$ cat config.mk
export PLATFORM = sky130hd
export DESIGN_NAME = acmpc_top
export DESIGN_NICKNAME = d
export VERILOG_FILES = /design/src/common/acmpc_pkg.sv /design/src/common/acmpc_spi_if.sv /design/src/rtl/acmpc_top.sv /design/src/rtl/acmpc_timebase.sv /design/src/rtl/acmpc_spi.sv
export SDC_FILE = /design/constraint.sdc
export NUM_CORES = 1
export LEC_CHECK = 0
export BUFFER_PORTS_ARGS = -buffer_cell sky130_fd_sc_hd__buf_2
export CAP_MARGIN = 20
export CORE_ASPECT_RATIO = 1.75
export CORE_MARGIN = 2
export CORE_UTILIZATION = 38
export CTS_CLUSTER_DIAMETER = 40
export DETAILED_ROUTE_END_ITERATION = 7
export GPL_TIMING_DRIVEN = 0
export SYNTH_ARGS = -nofsm -noshare
export SYNTH_HDL_FRONTEND = slang
export SYNTH_SLANG_ARGS = --single-unit
$ cat constraint.sdc
create_clock -name CLK_I -period 4.4 [get_ports CLK_I]
set_input_delay 0.66 -clock CLK_I [delete_from_list [all_inputs] [get_ports CLK_I]]
set_output_delay 0.66 -clock CLK_I [all_outputs]
set_load 0.05 [all_outputs]
$ cat src/common/acmpc_pkg.sv
// Shared constants, types and helpers for the acceleration mode and pin control block.
// Assumes a 125 MHz core clock and a 32-bit register bus.
package acmpc_pkg;
    // Time base
    localparam int CLK_HZ = 125_000_000;
    localparam int ODR_MAX_HZ = 400;
    localparam int WAKE_HZ = 6;
    localparam int BASE_DIV = CLK_HZ / ODR_MAX_HZ;
    localparam int WAKE_DIV = CLK_HZ / WAKE_HZ;
    localparam int EXT_DIV = 128;
    // Rate select 0..5 gives 12.5 Hz up to 400 Hz
    localparam logic [2:0] ODR_SEL_MAX = 3'h5;
    localparam logic [1:0] SETTLE_N = 2'h2;
    // Register byte offsets
    localparam logic [7:0] OFS_CTRL = 8'h00;
    localparam logic [7:0] OFS_STAT = 8'h04;
    localparam logic [7:0] OFS_DATA = 8'h08;
    localparam logic [7:0] OFS_THR = 8'h0C;
    // Control fields
    localparam int C_MODE = 0;
    localparam int C_RANGE = 2;
    localparam int C_ODR = 4;
    localparam int C_AUTO = 7;
    localparam int C_PINA = 8;
    localparam int C_PINB = 9;
    localparam int C_INTEN = 10;
    localparam logic [31:0] CTRL_MASK = 32'h0000_07FF;
    localparam logic [31:0] CTRL_RST = 32'h0000_0030;
    // Status fields
    localparam int S_DRDY = 0;
    localparam int S_MOT = 1;
    localparam int S_AWAKE = 2;
    // Threshold fields
    localparam int T_LVL = 0;
    localparam int T_TIME = 16;
    localparam logic [31:0] THR_MASK = 32'h00FF_07FF;
    localparam logic [31:0] THR_RST = 32'h0001_0100;
    // Bus answers
    localparam logic [1:0] RESP_OKAY = 2'h0;
    localparam logic [1:0] RESP_SLVERR = 2'h2;
    // Serial frame
    localparam logic [4:0] CMD_LAST = 5'h07;
    localparam logic [4:0] CMD_BITS = 5'h08;
    localparam logic [4:0] FRAME_LAST = 5'h0F;
    // Sample widths
    localparam int RAW_W = 16;
    localparam int SMP_W = 12;

    typedef enum logic [1:0] {
        ACMPC_STBY = 2'h0,
        ACMPC_MEAS = 2'h2,
        ACMPC_WAKE = 2'h3
    } acmpc_mode_e;

    function automatic logic [31:0] acmpc_period(input logic [2:0] odr, input logic [31:0] base);
        logic [2:0] sel;
        sel = (odr > ODR_SEL_MAX) ? ODR_SEL_MAX : odr;
        return base << (ODR_SEL_MAX - sel);
    endfunction
endpackage

$ cat src/common/acmpc_spi_if.sv
// Register access path from the serial port into the register file.
// Assumes both ends run on the core clock.
`timescale 1ns/1ns
`default_nettype none
interface acmpc_spi_if;
    logic wr;
    logic rd;
    logic [6:0] addr;
    logic [7:0] wdata;
    logic [7:0] rdata;
    modport port (output wr, output rd, output addr, output wdata, input rdata);
    modport regs (input wr, input rd, input addr, input wdata, output rdata);
endinterface
`default_nettype wire

$ cat src/rtl/acmpc_top.sv
// Mode control, sample path, event pins and register file of the accelerometer core.
// Assumes an AXI4-Lite master on the core clock and raw samples on the core clock.
`timescale 1ns/1ns
`default_nettype none
module acmpc_top
    import acmpc_pkg::*;
#(
    parameter int BASE_DIV_P = BASE_DIV,
    parameter int WAKE_DIV_P = WAKE_DIV,
    parameter int EXT_DIV_P = EXT_DIV
)
(
    // Clock and reset
    input wire logic CLK_I,
    input wire logic RESETN_I,
    // AXI4-Lite write
    input wire logic [7:0] S_AXI_AWADDR_I,
    input wire logic S_AXI_AWVALID_I,
    output logic S_AXI_AWREADY_O,
    input wire logic [31:0] S_AXI_WDATA_I,
    input wire logic [3:0] S_AXI_WSTRB_I,
    input wire logic S_AXI_WVALID_I,
    output logic S_AXI_WREADY_O,
    output logic [1:0] S_AXI_BRESP_O,
    output logic S_AXI_BVALID_O,
    input wire logic S_AXI_BREADY_I,
    // AXI4-Lite read
    input wire logic [7:0] S_AXI_ARADDR_I,
    input wire logic S_AXI_ARVALID_I,
    output logic S_AXI_ARREADY_O,
    output logic [31:0] S_AXI_RDATA_O,
    output logic [1:0] S_AXI_RRESP_O,
    output logic S_AXI_RVALID_O,
    input wire logic S_AXI_RREADY_I,
    // Serial port
    input wire logic SCLK_I,
    input wire logic MOSI_I,
    input wire logic CS_N_I,
    output logic MISO_O,
    output logic MISO_OE_N_O,
    // Sensor
    input wire logic [RAW_W-1:0] ACCEL_RAW_I,
    // Event pins
    input wire logic EVENT_PIN_A_CLOCK_IN_I,
    output logic EVENT_PIN_A_CLOCK_IN_O,
    output logic EVENT_PIN_A_CLOCK_IN_OE_N_O,
    input wire logic EVENT_PIN_B_SYNC_IN_I,
    output logic EVENT_PIN_B_SYNC_IN_O,
    output logic EVENT_PIN_B_SYNC_IN_OE_N_O,
    output logic AWAKE_O
);
    if (BASE_DIV_P < 2 || BASE_DIV_P > 2 ** 26 || WAKE_DIV_P < 2 || EXT_DIV_P < 1)
        $error("acmpc_top: divider parameter out of range");

    typedef struct packed {
        logic [31:0] ctrl;
        logic [31:0] thr;
        logic drdy;
        logic mot;
        logic awake;
        logic [SMP_W-1:0] data;
        logic [1:0] settle;
        logic [7:0] act;
        logic restart;
        logic [2:0] pa;
        logic [2:0] pb;
        logic awrdy;
        logic wrdy;
        logic [7:0] awa;
        logic [31:0] wd;
        logic [3:0] ws;
        logic bvalid;
        logic [1:0] bresp;
        logic arrdy;
        logic rvalid;
        logic [31:0] rdata;
        logic [1:0] rresp;
        logic pa_o;
        logic pa_oe_n;
        logic pb_o;
        logic pb_oe_n;
    } acmpc_st_s;

    acmpc_st_s s_q;
    acmpc_st_s s_d;
    acmpc_spi_if spi_bus ();
    logic tick;
    logic wr_go;
    logic [7:0] wr_a;
    logic [31:0] wr_d;
    logic [3:0] wr_s;
    logic rd_hit;
    logic evt;
    logic over;
    logic [SMP_W-1:0] scaled;
    logic [SMP_W:0] mag;
    logic [31:0] spi_word;
    acmpc_mode_e mode;

    function automatic logic mapped(input logic [7:0] a);
        return a == OFS_CTRL || a == OFS_STAT || a == OFS_DATA || a == OFS_THR;
    endfunction

    function automatic logic [31:0] reg_read(input acmpc_st_s s, input logic [7:0] a);
        logic [31:0] r;
        r = '0;
        case (a)
            OFS_CTRL: r = s.ctrl;
            OFS_STAT:
            begin
                r[S_DRDY] = s.drdy;
                r[S_MOT] = s.mot;
                r[S_AWAKE] = s.awake;
            end
            OFS_DATA: r = {{(32 - SMP_W){s.data[SMP_W-1]}}, s.data};
            OFS_THR: r = s.thr;
            default: r = '0;
        endcase
        return r;
    endfunction

    function automatic logic [31:0] merge(input logic [31:0] o, input logic [31:0] d,
                                         input logic [3:0] st, input logic [31:0] m);
        logic [31:0] r;
        r = o;
        for (int i = 0; i < 4; i++)
            if (st[i])
                r[8*i +: 8] = d[8*i +: 8];
        return r & m;
    endfunction

    function automatic logic [SMP_W-1:0] clip(input logic [RAW_W-1:0] v, input logic [1:0] rg);
        logic signed [RAW_W-1:0] x;
        x = $signed(v) >>> ((rg > 2'h2) ? 2'h2 : rg);
        if (x > $signed(16'h07FF))
            return 12'h7FF;
        else if (x < $signed(16'hF800))
            return 12'h800;
        else
            return x[SMP_W-1:0];
    endfunction

    assign spi_word = reg_read(s_q, {1'b0, spi_bus.addr[6:2], 2'b00});
    assign spi_bus.rdata = 8'(spi_word >> {spi_bus.addr[1:0], 3'b000});
    assign mode = acmpc_mode_e'(s_q.ctrl[C_MODE +: 2]);

    always_comb
    begin
        s_d = s_q;
        s_d.restart = 1'b0;
        wr_go = 1'b0;
        wr_a = '0;
        wr_d = '0;
        wr_s = '0;
        rd_hit = 1'b0;
        // Write channels, either order
        if (S_AXI_AWVALID_I && s_q.awrdy)
        begin
            s_d.awrdy = 1'b0;
            s_d.awa = S_AXI_AWADDR_I;
        end
        if (S_AXI_WVALID_I && s_q.wrdy)
        begin
            s_d.wrdy = 1'b0;
            s_d.wd = S_AXI_WDATA_I;
            s_d.ws = S_AXI_WSTRB_I;
        end
        if (!s_q.awrdy && !s_q.wrdy && !s_q.bvalid)
        begin
            s_d.bvalid = 1'b1;
            s_d.bresp = mapped(s_q.awa) ? RESP_OKAY : RESP_SLVERR;
            wr_go = 1'b1;
            wr_a = s_q.awa;
            wr_d = s_q.wd;
            wr_s = s_q.ws;
        end
        else if (spi_bus.wr)
        begin
            wr_go = 1'b1;
            wr_a = {1'b0, spi_bus.addr[6:2], 2'b00};
            wr_d = {4{spi_bus.wdata}};
            wr_s = 4'h1 << spi_bus.addr[1:0];
        end
        if (s_q.bvalid && S_AXI_BREADY_I)
        begin
            s_d.bvalid = 1'b0;
            s_d.awrdy = 1'b1;
            s_d.wrdy = 1'b1;
        end
        // Read channel
        if (S_AXI_ARVALID_I && s_q.arrdy)
        begin
            s_d.arrdy = 1'b0;
            s_d.rvalid = 1'b1;
            s_d.rdata = reg_read(s_q, S_AXI_ARADDR_I);
            s_d.rresp = mapped(S_AXI_ARADDR_I) ? RESP_OKAY : RESP_SLVERR;
            rd_hit = S_AXI_ARADDR_I == OFS_DATA;
        end
        if (s_q.rvalid && S_AXI_RREADY_I)
        begin
            s_d.rvalid = 1'b0;
            s_d.arrdy = 1'b1;
        end
        if (spi_bus.rd && {1'b0, spi_bus.addr[6:2], 2'b00} == OFS_DATA)
            rd_hit = 1'b1;
        // Register writes and clears
        if (wr_go && wr_a == OFS_CTRL)
            s_d.ctrl = merge(s_q.ctrl, wr_d, wr_s, CTRL_MASK);
        if (wr_go && wr_a == OFS_THR)
            s_d.thr = merge(s_q.thr, wr_d, wr_s, THR_MASK);
        if (wr_go && wr_a == OFS_STAT && wr_s[0])
        begin
            s_d.drdy = s_q.drdy & ~wr_d[S_DRDY];
            s_d.mot = s_q.mot & ~wr_d[S_MOT];
            s_d.awake = s_q.awake & ~wr_d[S_AWAKE];
        end
        if (rd_hit)
            s_d.drdy = 1'b0;
        // Pin synchronisers
        s_d.pa = {s_q.pa[1:0], EVENT_PIN_A_CLOCK_IN_I};
        s_d.pb = {s_q.pb[1:0], EVENT_PIN_B_SYNC_IN_I};
        // Sample path, events win over clears
        evt = 1'b0;
        if (mode == ACMPC_MEAS)
            evt = s_q.ctrl[C_PINB] ? (s_q.pb[1] & ~s_q.pb[2]) : tick;
        else if (mode == ACMPC_WAKE)
            evt = tick;
        scaled = clip(ACCEL_RAW_I, s_q.ctrl[C_RANGE +: 2]);
        mag = scaled[SMP_W-1] ? 13'(-$signed(scaled)) : {1'b0, scaled};
        over = mag > {2'b00, s_q.thr[T_LVL +: 11]};
        if (evt)
        begin
            if (s_q.settle != 2'h0)
                s_d.settle = s_q.settle - 2'h1;
            else
            begin
                s_d.data = scaled;
                s_d.drdy = 1'b1;
            end
            if (!over)
                s_d.act = '0;
            else if (mode == ACMPC_WAKE || s_q.act + 8'h1 >= s_q.thr[T_TIME +: 8])
            begin
                s_d.act = '0;
                s_d.mot = 1'b1;
                s_d.awake = 1'b1;
                if (mode == ACMPC_WAKE && s_q.ctrl[C_AUTO])
                    s_d.ctrl[C_MODE +: 2] = ACMPC_MEAS;
            end
            else
                s_d.act = s_q.act + 8'h1;
        end
        if (s_d.ctrl[C_MODE +: 2] == ACMPC_MEAS && mode != ACMPC_MEAS)
        begin
            s_d.settle = SETTLE_N;
            s_d.restart = 1'b1;
            s_d.act = '0;
        end
        // Event pins released when used as inputs
        s_d.pa_oe_n = s_d.ctrl[C_PINA];
        s_d.pb_oe_n = s_d.ctrl[C_PINB];
        s_d.pa_o = s_d.ctrl[C_INTEN] & s_d.mot & ~s_d.ctrl[C_PINA];
        s_d.pb_o = s_d.ctrl[C_INTEN] & s_d.drdy & ~s_d.ctrl[C_PINB];
    end

    always_ff @(posedge CLK_I)
    begin
        if (!RESETN_I)
            s_q <= '{ctrl: CTRL_RST, thr: THR_RST, awrdy: 1'b1, wrdy: 1'b1, arrdy: 1'b1,
                     pa_oe_n: 1'b0, pb_oe_n: 1'b0, default: '0};
        else
            s_q <= s_d;
    end

    acmpc_timebase #(
        .BASE_DIV_P(BASE_DIV_P),
        .WAKE_DIV_P(WAKE_DIV_P),
        .EXT_DIV_P(EXT_DIV_P)
    ) u_timebase (
        .clk_i(CLK_I),
        .rst_n_i(RESETN_I),
        .run_i(mode == ACMPC_MEAS || mode == ACMPC_WAKE),
        .wake_i(mode == ACMPC_WAKE),
        .restart_i(s_q.restart),
        .odr_i(s_q.ctrl[C_ODR +: 3]),
        .ext_en_i(s_q.ctrl[C_PINA]),
        .ext_step_i(s_q.pa[1] & ~s_q.pa[2]),
        .tick_o(tick)
    );

    acmpc_spi u_spi (
        .clk_i(CLK_I),
        .rst_n_i(RESETN_I),
        .sclk_i(SCLK_I),
        .mosi_i(MOSI_I),
        .cs_n_i(CS_N_I),
        .miso_o(MISO_O),
        .miso_oe_n_o(MISO_OE_N_O),
        .bus(spi_bus.port)
    );

    assign S_AXI_AWREADY_O = s_q.awrdy;
    assign S_AXI_WREADY_O = s_q.wrdy;
    assign S_AXI_BRESP_O = s_q.bresp;
    assign S_AXI_BVALID_O = s_q.bvalid;
    assign S_AXI_ARREADY_O = s_q.arrdy;
    assign S_AXI_RDATA_O = s_q.rdata;
    assign S_AXI_RRESP_O = s_q.rresp;
    assign S_AXI_RVALID_O = s_q.rvalid;
    assign EVENT_PIN_A_CLOCK_IN_O = s_q.pa_o;
    assign EVENT_PIN_A_CLOCK_IN_OE_N_O = s_q.pa_oe_n;
    assign EVENT_PIN_B_SYNC_IN_O = s_q.pb_o;
    assign EVENT_PIN_B_SYNC_IN_OE_N_O = s_q.pb_oe_n;
    assign AWAKE_O = s_q.awake;

    // Wait counter from measurement entry to first delivered sample
    logic wait_q;
    logic [31:0] wcnt_q;
    always_ff @(posedge CLK_I)
    begin
        if (!RESETN_I)
        begin
            wait_q <= 1'b0;
            wcnt_q <= '0;
        end
        else if (s_q.restart)
        begin
            wait_q <= 1'b1;
            wcnt_q <= '0;
        end
        else if (wait_q)
        begin
            wait_q <= !(s_d.drdy && !s_q.drdy) && mode == ACMPC_MEAS;
            wcnt_q <= wcnt_q + 32'h1;
        end
    end

    a_first_sample: assert property (@(posedge CLK_I) disable iff (!RESETN_I)
        wait_q && !s_q.ctrl[C_PINA] && !s_q.ctrl[C_PINB] |->
        wcnt_q <= acmpc_period(s_q.ctrl[C_ODR +: 3], 32'(BASE_DIV_P)) << 2)
        else $error("first sample later than four periods");
    a_stby_no_event: assert property (@(posedge CLK_I) disable iff (!RESETN_I)
        mode == ACMPC_STBY |=> !$rose(s_q.mot) && !$rose(s_q.drdy))
        else $error("event raised in standby");
    a_reset_standby: assert property (@(posedge CLK_I)
        $rose(RESETN_I) |-> mode == ACMPC_STBY && !s_q.mot && !s_q.drdy)
        else $error("not in standby after reset");
    a_pin_a_release: assert property (@(posedge CLK_I) disable iff (!RESETN_I)
        s_q.ctrl[C_PINA] |-> EVENT_PIN_A_CLOCK_IN_OE_N_O)
        else $error("pin A driven while an input");
    a_pin_b_release: assert property (@(posedge CLK_I) disable iff (!RESETN_I)
        s_q.ctrl[C_PINB] ##1 s_q.ctrl[C_PINB] |-> EVENT_PIN_B_SYNC_IN_OE_N_O)
        else $error("pin B driven while an input");
    a_data_clip: assert property (@(posedge CLK_I) disable iff (!RESETN_I)
        evt && s_q.settle == 2'h0 |=> s_q.data == $past(scaled) && s_q.drdy)
        else $error("sample not stored");
    a_wake_single: assert property (@(posedge CLK_I) disable iff (!RESETN_I)
        evt && mode == ACMPC_WAKE && over |=> s_q.mot ##1 AWAKE_O)
        else $error("wake motion not flagged");
    a_wake_auto: assert property (@(posedge CLK_I) disable iff (!RESETN_I)
        evt && mode == ACMPC_WAKE && over && s_q.ctrl[C_AUTO] |=>
        mode == ACMPC_MEAS && s_q.restart)
        else $error("no switch to measurement");
    c_wake_to_meas: cover property (@(posedge CLK_I) disable iff (!RESETN_I)
        mode == ACMPC_WAKE ##1 mode == ACMPC_MEAS);
    c_axi_data_read: cover property (@(posedge CLK_I) disable iff (!RESETN_I)
        S_AXI_ARVALID_I && s_q.arrdy && S_AXI_ARADDR_I == OFS_DATA && s_q.drdy);
endmodule
`default_nettype wire

$ cat src/rtl/acmpc_timebase.sv
// Sample tick generator for measurement, wake-up and external clock timing.
// Assumes run, rate and step inputs come from the core clock domain.
`timescale 1ns/1ns
`default_nettype none
module acmpc_timebase
    import acmpc_pkg::*;
#(
    parameter int BASE_DIV_P = BASE_DIV,
    parameter int WAKE_DIV_P = WAKE_DIV,
    parameter int EXT_DIV_P = EXT_DIV
)
(
    // Clock and reset
    input wire logic clk_i,
    input wire logic rst_n_i,
    // Control
    input wire logic run_i,
    input wire logic wake_i,
    input wire logic restart_i,
    input wire logic [2:0] odr_i,
    input wire logic ext_en_i,
    input wire logic ext_step_i,
    // Tick
    output logic tick_o
);
    typedef struct packed {
        logic [31:0] cnt;
        logic tick;
    } acmpc_tb_s;

    acmpc_tb_s s_q;
    acmpc_tb_s s_d;
    logic [31:0] per;
    logic step;

    always_comb
    begin
        s_d = s_q;
        s_d.tick = 1'b0;
        step = (ext_en_i && !wake_i) ? ext_step_i : 1'b1;
        if (wake_i)
            per = 32'(WAKE_DIV_P);
        else if (ext_en_i)
            per = acmpc_period(odr_i, 32'(EXT_DIV_P));
        else
            per = acmpc_period(odr_i, 32'(BASE_DIV_P));
        if (!run_i || restart_i)
            s_d.cnt = '0;
        else if (step)
        begin
            if (s_q.cnt >= per - 32'h1)
            begin
                s_d.cnt = '0;
                s_d.tick = 1'b1;
            end
            else
                s_d.cnt = s_q.cnt + 32'h1;
        end
    end

    always_ff @(posedge clk_i)
    begin
        if (!rst_n_i)
            s_q <= '0;
        else
            s_q <= s_d;
    end

    assign tick_o = s_q.tick;

    a_tick_stops: assert property (@(posedge clk_i) disable iff (!rst_n_i)
        !run_i |=> !tick_o)
        else $error("tick while stopped");
endmodule
`default_nettype wire

$ cat src/rtl/acmpc_spi.sv
// Four-wire serial slave, oversampled by the core clock; two-byte frames.
// Assumes the host drives SCLK in mode 0 well below a quarter of the core clock.
`timescale 1ns/1ns
`default_nettype none
module acmpc_spi
    import acmpc_pkg::*;
(
    // Clock and reset
    input wire logic clk_i,
    input wire logic rst_n_i,
    // Serial pins
    input wire logic sclk_i,
    input wire logic mosi_i,
    input wire logic cs_n_i,
    output logic miso_o,
    output logic miso_oe_n_o,
    // Register side
    acmpc_spi_if.port bus
);
    typedef struct packed {
        logic [2:0] sck;
        logic [1:0] mo;
        logic [1:0] cs;
        logic [4:0] bitc;
        logic [7:0] shi;
        logic [7:0] sho;
        logic [6:0] addr;
        logic wnr;
        logic ld;
        logic wr;
        logic rd;
        logic [7:0] wd;
        logic miso;
        logic oe_n;
    } acmpc_spi_s;

    acmpc_spi_s s_q;
    acmpc_spi_s s_d;
    logic rise;
    logic fall;

    always_comb
    begin
        s_d = s_q;
        s_d.wr = 1'b0;
        s_d.rd = 1'b0;
        s_d.ld = 1'b0;
        s_d.sck = {s_q.sck[1:0], sclk_i};
        s_d.mo = {s_q.mo[0], mosi_i};
        s_d.cs = {s_q.cs[0], cs_n_i};
        rise = s_q.sck[1] & ~s_q.sck[2];
        fall = ~s_q.sck[1] & s_q.sck[2];
        if (s_q.cs[1])
        begin
            s_d.bitc = '0;
            s_d.oe_n = 1'b1;
        end
        else
        begin
            s_d.oe_n = 1'b0;
            if (rise)
            begin
                s_d.shi = {s_q.shi[6:0], s_q.mo[1]};
                s_d.bitc = s_q.bitc + 5'h1;
                if (s_q.bitc == CMD_LAST)
                begin
                    s_d.wnr = s_q.shi[6];
                    s_d.addr = {s_q.shi[5:0], s_q.mo[1]};
                    s_d.ld = 1'b1;
                end
                if (s_q.bitc == FRAME_LAST)
                begin
                    s_d.bitc = '0;
                    s_d.wr = s_q.wnr;
                    s_d.wd = {s_q.shi[6:0], s_q.mo[1]};
                end
            end
            if (s_q.ld)
            begin
                s_d.sho = bus.rdata;
                s_d.miso = bus.rdata[7];
                s_d.rd = ~s_q.wnr;
            end
            else if (fall && s_q.bitc > CMD_BITS)
            begin
                s_d.sho = {s_q.sho[6:0], 1'b0};
                s_d.miso = s_q.sho[6];
            end
        end
    end

    always_ff @(posedge clk_i)
    begin
        if (!rst_n_i)
            s_q <= '{sck: '0, mo: '0, cs: 2'h3, oe_n: 1'b1, default: '0};
        else
            s_q <= s_d;
    end

    assign miso_o = s_q.miso;
    assign miso_oe_n_o = s_q.oe_n;
    assign bus.wr = s_q.wr;
    assign bus.rd = s_q.rd;
    assign bus.addr = s_q.addr;
    assign bus.wdata = s_q.wd;

    a_spi_idle_release: assert property (@(posedge clk_i) disable iff (!rst_n_i)
        s_q.cs[1] |=> miso_oe_n_o && s_q.bitc == 5'h0)
        else $error("serial output driven while deselected");
    c_spi_write: cover property (@(posedge clk_i) disable iff (!rst_n_i) s_q.wr);
endmodule
`default_nettype wire

==> reports/results.tsv, run 1 <==
stage	metric	value	unit
logic_synthesis	leading area contributor after synthesis	dfxtp_1	
logic_synthesis	Synth Area per Inst	8.06	um2
global_route	initial antenna violation count	0	
finish	Non-Filler Instances	1957	
detailed_routing	Routed WL	37500	um
logic_synthesis	main combinational cell family by area after synthesis	simple AND/OR/NAND/NOR gates	
finish	antenna cells	0	
global_route	largest net degree at the start of global routing	16	
detailed_routing	detailed-route vias per instance	5.56	
detailed_routing	TritonRoute pass-1 iters	6	
min_path	WHS Endpoint	u_spi.s_d[43]	
critical_path	worst reg2reg setup slack	0.17	ns
die	core footprint	29500	um2
min_path	hold depth	2	
clock_network	# H-tree levels	1	
min_path	hold wc startpoint	CS_N_I	
critical_path	Worst EP arrival	4.64	ns
die	die area	31500	um2
logic_synthesis	Synth area leaders	dfxtp_1, ha_1, a21oi_1, nor2_1, nand2_1	
global_route	number of global-route vias before repair	10700	
critical_path	R2R Path End	EVENT_PIN_A_CLOCK_IN_O	
power_and_ir_drop	maximum vdd drop	0.282	mV
die	Die X	135	um
sta	headroom to the max-slew limit	0.313	
logic_synthesis	most frequent cell after synthesis	dfxtp_1	
critical_path	crit-path max FO	10	
logic_synthesis	synthesized cell area	11400	um2
placement	PortBufs	107	
critical_path	CP peak stage delay	0.52	ns
placement	post-place setup slack	-0.721	ns
detailed_routing	met3 WL post-DR	1620	um
sta	Period minus WS final	4.23	ns
logic_synthesis	Post-Synth Simple-Gate Area	0.212	
detailed_routing	metal2 WL	20000	um
sta	crit share post-route	0.961	
die	Starting Density	0.387	
flow_run	max-cap violations	0	
critical_path	crit start category	register	
critical_path	critical-path cell list	buf_6, or4_1, nor2_2, or2_4, a21oi_1, a21oi_2, ha_2, nand3_2, o21ai_2, mux2_2, ha_1, a211o_1, a21oi_1, a221oi_2, o21ai_2, o21a_2, o21ai_1, and3_1	
die	Site Rows	83	
global_route	Congestion Overflow GR	0	
critical_path	critical path's slowest cell	or4_1	
clock_network	Clock Tree Buf Depth	3	
placement	Cells after DPL	1910	
power_and_ir_drop	Leakage	5.20	nW
min_path	worst min path class	in2reg	
logic_synthesis	Async SR Flop Fraction	0	
critical_path	type of element capturing the critical path	register	
finish	share of cells above drive strength 1	0.168	
clock_network	Hold Buf Count CTS	0	
logic_synthesis	Seq/Total Area, Yosys	0.353	
logic_synthesis	YS warnings	0	
clock_network	root buf cell	clkbuf_16	
placement	hpwl dp	29500	um
clock_network	clock sinks	201	
detailed_routing	number of vias in the routed layout	10900	
logic_synthesis	compound-gate portion of the synthesized area	0.204	
sta	final setup violation count	0	
power_and_ir_drop	Power Total	4.12	mW
finish	P&R area growth vs syn	17.0	%
power_and_ir_drop	P per Cell Area	309	nW/um2
logic_synthesis	Yosys reg bits	201	
logic_synthesis	Cells after Synth	1414	
sta	final hold vios	0	
die	I/O pins	128	
sta	final worst slack	0.172	ns
global_route	total global-route track usage	0.236	
detailed_routing	DRC	0	
logic_synthesis	adder-cell share of the synthesized area	0.0615	
placement	Final Wtd Congestion	0.980	
clock_network	TritonCTS Buffers	25	
detailed_routing	WL met1	13400	um
critical_path	worst path required time	4.81	ns
detailed_routing	DR WL/cell	19.1	um
global_route	first-pass GRT wire length	58200	um
finish	nets	1694	
sta	f_max	237	MHz
run_status	status	finished, final reports clean	
clock_network	Worst-path clk slew	0.06	ns
die	DIE HEIGHT	233	um
sta	worst hold margin	0.304	ns
logic_synthesis	xor/xnor share of the synthesized area	0.0307	
sta	max-slew violation count	0	
detailed_routing	Top Metal Used	met4	
clock_network	clk_lat worst skew	0.54	ns
clock_network	CTS tree	built	
sta	Slew @ Worst Pin	1.02	ns
sta	Fin Clk Skew	0.0142	ns
logic_synthesis	share of the synthesized area in the top cell type	0.353	
detailed_routing	remaining antenna violation count after routing	0	
critical_path	RR Startpoint	s_q[156]	
logic_synthesis	Netlist cell types	83	
logic_synthesis	Top FF cell, synth	dfxtp_1	
logic_synthesis	mux share of post-synthesis cell area	0.0665	
critical_path	WS Path Type	reg2reg	
detailed_routing	DRT iter0 DRCs	658	
critical_path	depth of the worst register-to-register path	18	
logic_synthesis	Post-synth top cells	dfxtp_1, nor2_1, nand2_1, a21oi_1, clkbuf_1	
logic_synthesis	number of flops mapped to enable cells by yosys	0	
==> area by class of cell <==
class                      instances  area [um2]
timing repair buffer             110         558
multi-input combinational       1052        6660
clock buffer                      29         661
buffer                           124         653
sequential                       201        4030
inverter                          44         168
clock inverter                    15         131
fill                            3041       16200
tap                              382         478
==> placed cells by master (no fill, tap or decap), types with 51 or more instances in the layout <==
cell type | synthesis | layout
ha_1 | 56 | 55
buf_2 | 11 | 118
nand2_1 | 161 | 161
nor2_1 | 165 | 164
mux2i_1 | 51 | 51
clkbuf_1 | 63 | 65
o21ai_0 | 56 | 55
a211oi_1 | 60 | 59
dfxtp_1 | 201 | 200
a21oi_1 | 133 | 129
==> where the power goes <==
part | internal, mW | switching (mW) | leakage (nW)
combinational | 0.103 | 0.197 | 3.19
clock | 1.10 | 0.861 | 0.373
sequential | 1.85 | 0.0176 | 1.63
total | 3.05 | 1.08 | 5.20
==> cell families after synthesis <==
| group | count (synthesis) |
|---|---|
| adders and majority gates | 56 |
| buffers and inverters | 168 |
| DFF | 201 |
| xor gates and xnor gates | 40 |
| muxes | 68 |
| other | 2 |
| AOI/OAI and AO/OA | 368 |
| and+or+nand+nor | 511 |
==> metrics by stage <==
| step | util | setup TNS [ns] | area (um2) |
|---|---|---|---|
| after floorplan | - | 0 | 11400 |
| after global placement | 0.422 | -10.24 | 12400 |
| after detailed placement | 0.422 | -10.66 | 12400 |
| after CTS | 0.450 | 0 | 13300 |
| after global routing | 0.452 | -0.00965 | 13300 |
| final | 0.452 | 0 | 13300 |
==> critical path, delay by kind of cell, from the launching register on <==
| kind | cells | cell delay (ns) |
|---|---|---|
| AO/OA/AOI/OAI | 9 | 1.66 |
| adder cells (fa/ha/maj) | 2 | 0.55 |
| flip-flops | 1 | 0.30 |
| multiplexers | 1 | 0.36 |
| buffers and inverters | 1 | 0.13 |
| AND/OR/NAND/NOR | 5 | 1.11 |
==> sequential cells by signal, summed over array words and instances, names as in the netlist, 2 cells and up <==
name,cells
S_AXI_RDATA_O,20
mode,2
s_d,4
s_q,85
u_spi.bus.addr,7
u_spi.bus.wdata,8
u_spi.s_d,4
u_spi.s_q,24
u_timebase.s_q,32
==> worst max-delay path by stage <==
stage	start	endpoint	slack, ns	depth (start not counted)
after floorplan	ACCEL_RAW_I[14]	mode[0]	0.38	17
after global placement	ACCEL_RAW_I[14]	s_q[98]	-0.69	18
after detailed placement	ACCEL_RAW_I[14]	s_q[101]	-0.72	18
after global routing	s_q[156]	EVENT_PIN_A_CLOCK_IN_O	-0.01	18
final	s_q[156]	EVENT_PIN_A_CLOCK_IN_O	0.17	18
after CTS	s_q[155]	EVENT_PIN_A_CLOCK_IN_O	0.0003	19
==> repair_timing <==
action	4_1_cts	5_1_grt
gates resized for setup	6	14
pin swaps	2	5
buffers inserted	1	2
setup endpoints to repair	16	16
==> routing by layer <==
layer / GRT usage / vias to the layer above
met4: 0.148 / 0
met2: 0.453 / 352
met3: 0.0278 / 138
li1: - / 5253
met5: 0 / -
met1: 0.237 / 5132
Note: power is estimated with default switching activity, not from simulation.
==> inputs of run 2 (changes only) <==
--- a/config.mk
+++ b/config.mk
@@ -7,12 +7,15 @@
 export LEC_CHECK = 0
 export BUFFER_PORTS_ARGS = -buffer_cell sky130_fd_sc_hd__buf_2
 export CAP_MARGIN = 20
+export CELL_PAD_IN_SITES_DETAIL_PLACEMENT = 1
+export CELL_PAD_IN_SITES_GLOBAL_PLACEMENT = 2
 export CORE_ASPECT_RATIO = 1.75
 export CORE_MARGIN = 2
-export CORE_UTILIZATION = 38
+export CORE_UTILIZATION = 35
 export CTS_CLUSTER_DIAMETER = 40
 export DETAILED_ROUTE_END_ITERATION = 7
 export GPL_TIMING_DRIVEN = 0
+export PLACE_DENSITY_LB_ADDON = 0.1
 export SYNTH_ARGS = -nofsm -noshare
 export SYNTH_HDL_FRONTEND = slang
 export SYNTH_SLANG_ARGS = --single-unit
==> run 2 against run 1 <==
Net effect:
- die area up 8.4%
- utilization down 2.8 points
- clock skew up 0.0078 ns
- critical path type unchanged
- critical endpoint is now s_q[98]
==> reports/results.tsv, run 2 (synthesis results as in run 1) <==
stage	metric	value	unit	change
min_path	worst min path class	in2reg		
die	I/O pins	128		unchanged
min_path	hold wc startpoint	CS_N_I		
critical_path	Worst EP arrival	4.76	ns	+0.12 ns
finish	Final Util	0.424		-0.0279
finish	biggest regs	s_q x85, u_timebase.s_q x32, u_spi.s_q x24		
sta	f_max	234	MHz	-0.96%
finish	P&R area growth vs syn	19.5	%	
clock_network	clock sinks	201		unchanged
detailed_routing	DR WL/cell	21.3	um	+11%
finish	antenna cells	0		unchanged
global_route	total global-route track usage	0.249		+0.0135
power_and_ir_drop	Power Total	4.60	mW	+11%
clock_network	# H-tree levels	1		unchanged
global_route	Congestion Overflow GR	0		unchanged
die	core footprint	32100	um2	+8.9%
sta	setup TNS	0	ns	unchanged
finish	most common cell after layout, fill and taps aside	dfxtp_1		
power_and_ir_drop	maximum vdd drop	0.280	mV	-0.37%
clock_network	root buf cell	clkbuf_16		
sta	final worst slack	0.131	ns	-0.0411 ns
critical_path	worst path bufs/invs	1		unchanged
die	DIE HEIGHT	243	um	+4.1%
sta	final setup violation count	0		unchanged
placement	PortBufs	107		unchanged
critical_path	worst path required time	4.89	ns	+0.08 ns
power_and_ir_drop	Leakage	5.34	nW	+2.7%
detailed_routing	Routed WL	42400	um	+13%
finish	largest register by flop count	s_q		
critical_path	type of element capturing the critical path	register		
finish	max FFs per register	85		unchanged
critical_path	critical path's slowest cell	or3_1		
finish	nets	1701		+0.41%
critical_path	critical-path cell list	buf_8, mux2_2, mux2i_2, o21ai_0, a22o_1, a2111o_1, o21ai_1, mux2_1, ha_1, nand4_1, or3_1, o21ai_2, o21a_4, o211ai_4, a21oi_1		
die	die area	34100	um2	+8.4%
sta	max-slew violation count	0		unchanged
sta	Fin Clk Skew	0.0219	ns	+0.00777 ns
global_route	initial antenna violation count	0		unchanged
critical_path	Worst path depth	15		-3
detailed_routing	detailed-route vias per instance	5.49		-1.3%
clock_network	Clock Tree Buf Depth	3		unchanged
die	Site Rows	87		+4.8%
critical_path	crit-path max FO	10		unchanged
flow_run	max-cap violations	0		unchanged
sta	Period minus WS final	4.27	ns	+0.0411 ns
placement	Final Wtd Congestion	0.860		-12%
critical_path	Worst Setup SP	s_q[155]		
detailed_routing	DRC	0		unchanged
sta	crit share post-route	0.970		+0.00934
min_path	hold depth	2		unchanged
critical_path	worst reg2reg setup slack	0.13	ns	-0.04 ns
global_route	number of global-route vias before repair	11400		+6.8%
critical_path	R2R Path End	s_q[98]		
detailed_routing	TritonRoute pass-1 iters	5		-1
clock_network	clk_lat worst skew	0.57	ns	+0.03 ns
critical_path	depth of the worst register-to-register path	15		-3
min_path	WHS Endpoint	u_spi.s_d[43]		
clock_network	TritonCTS Buffers	29		+16%
clock_network	Hold Buf Count CTS	0		unchanged
sta	headroom to the max-slew limit	0.299		-0.0144
placement	hpwl dp	33800	um	+15%
power_and_ir_drop	P per Cell Area	337	nW/um2	+9.0%
run_status	status	finished, final reports clean		
clock_network	Worst-path clk slew	0.06	ns	about the same
critical_path	WS Path Type	reg2reg		
critical_path	CP peak stage delay	0.43	ns	-0.09 ns
sta	final hold vios	0		unchanged
global_route	first-pass GRT wire length	66000	um	+13%
finish	share of cells above drive strength 1	0.176		+0.00818
sta	worst hold margin	0.275	ns	-0.0286 ns
placement	post-place setup slack	-1.06	ns	-0.341 ns
finish	commonest non-fill, non-tap cells in the layout	dfxtp_1, nor2_1, nand2_1		
detailed_routing	DRT iter0 DRCs	491		-25%
global_route	largest net degree at the start of global routing	15		-1
detailed_routing	remaining antenna violation count after routing	0		unchanged
critical_path	crit start category	register		
die	Starting Density	0.355		-0.0315
detailed_routing	number of vias in the routed layout	10900		+0.23%
clock_network	CTS tree	built		
critical_path	CP top delay family	compound AO/OA/AOI/OAI gates		
critical_path	RR Startpoint	s_q[155]		
die	Die X	140	um	+4.1%
sta	Slew @ Worst Pin	1.05	ns	+0.0301 ns
run 2: power breakdown:
group          switching [mW]  internal, mW
sequential             0.0168          1.85
clock                   0.945          1.47
combinational           0.208         0.106
total                    1.17          3.43
run 2: layout make-up:
cell class	instances	area, um2
plain buffers	124	659
fillers	3910	18500
multi-input cells	1052	6680
clock buffers	35	788
inverters	44	168
flip-flops and latches	201	4030
well taps	400	500
repair buffers	113	584
clock inverters	18	218
run 2: metrics by stage:
stage / area (um2) / std cells
final: 13600 / 1987
after global routing: 13600 / 1987
after CTS: 13600 / 1986
after detailed placement: 12500 / 1928
after global placement: 12500 / 1928
after floorplan: 11400 / 1421
run 2: repair_timing:
action | in CTS | in global routing
buffers inserted | 5 | 1
resized for setup | 11 | 19
pin swaps | 3 | 4
endpoints found under the setup margin | 16 | 35
run 2: worst max-delay path by stage:
stage | slack (ns) | endpoint
after detailed placement | -1.06 | s_q[98]
final | 0.13 | s_q[98]
after global routing | -0.008 | s_q[103]
after floorplan | 0.38 | mode[0]
after global placement | -0.96 | s_q[98]
after CTS | 0.02 | s_q[95]
run 2: per-layer routing:
metal  part of all wire  track usage
met1               0.37        0.253
met5                  0            0
met3              0.026       0.0260
met2               0.55        0.490
met4              0.057        0.132
run 2: worst reg2reg max path: stages, from the launching register on:
cell,delay (ns)
dfxtp_4,0.38
buf_8,0.15
mux2_2,0.35
mux2i_2,0.29
o21ai_0,0.15
a22o_1,0.33
a2111o_1,0.33
o21ai_1,0.18
mux2_1,0.36
ha_1,0.32
nand4_1,0.16
or3_1,0.43
o21ai_2,0.15
o21a_4,0.24
o211ai_4,0.16
a21oi_1,0.21
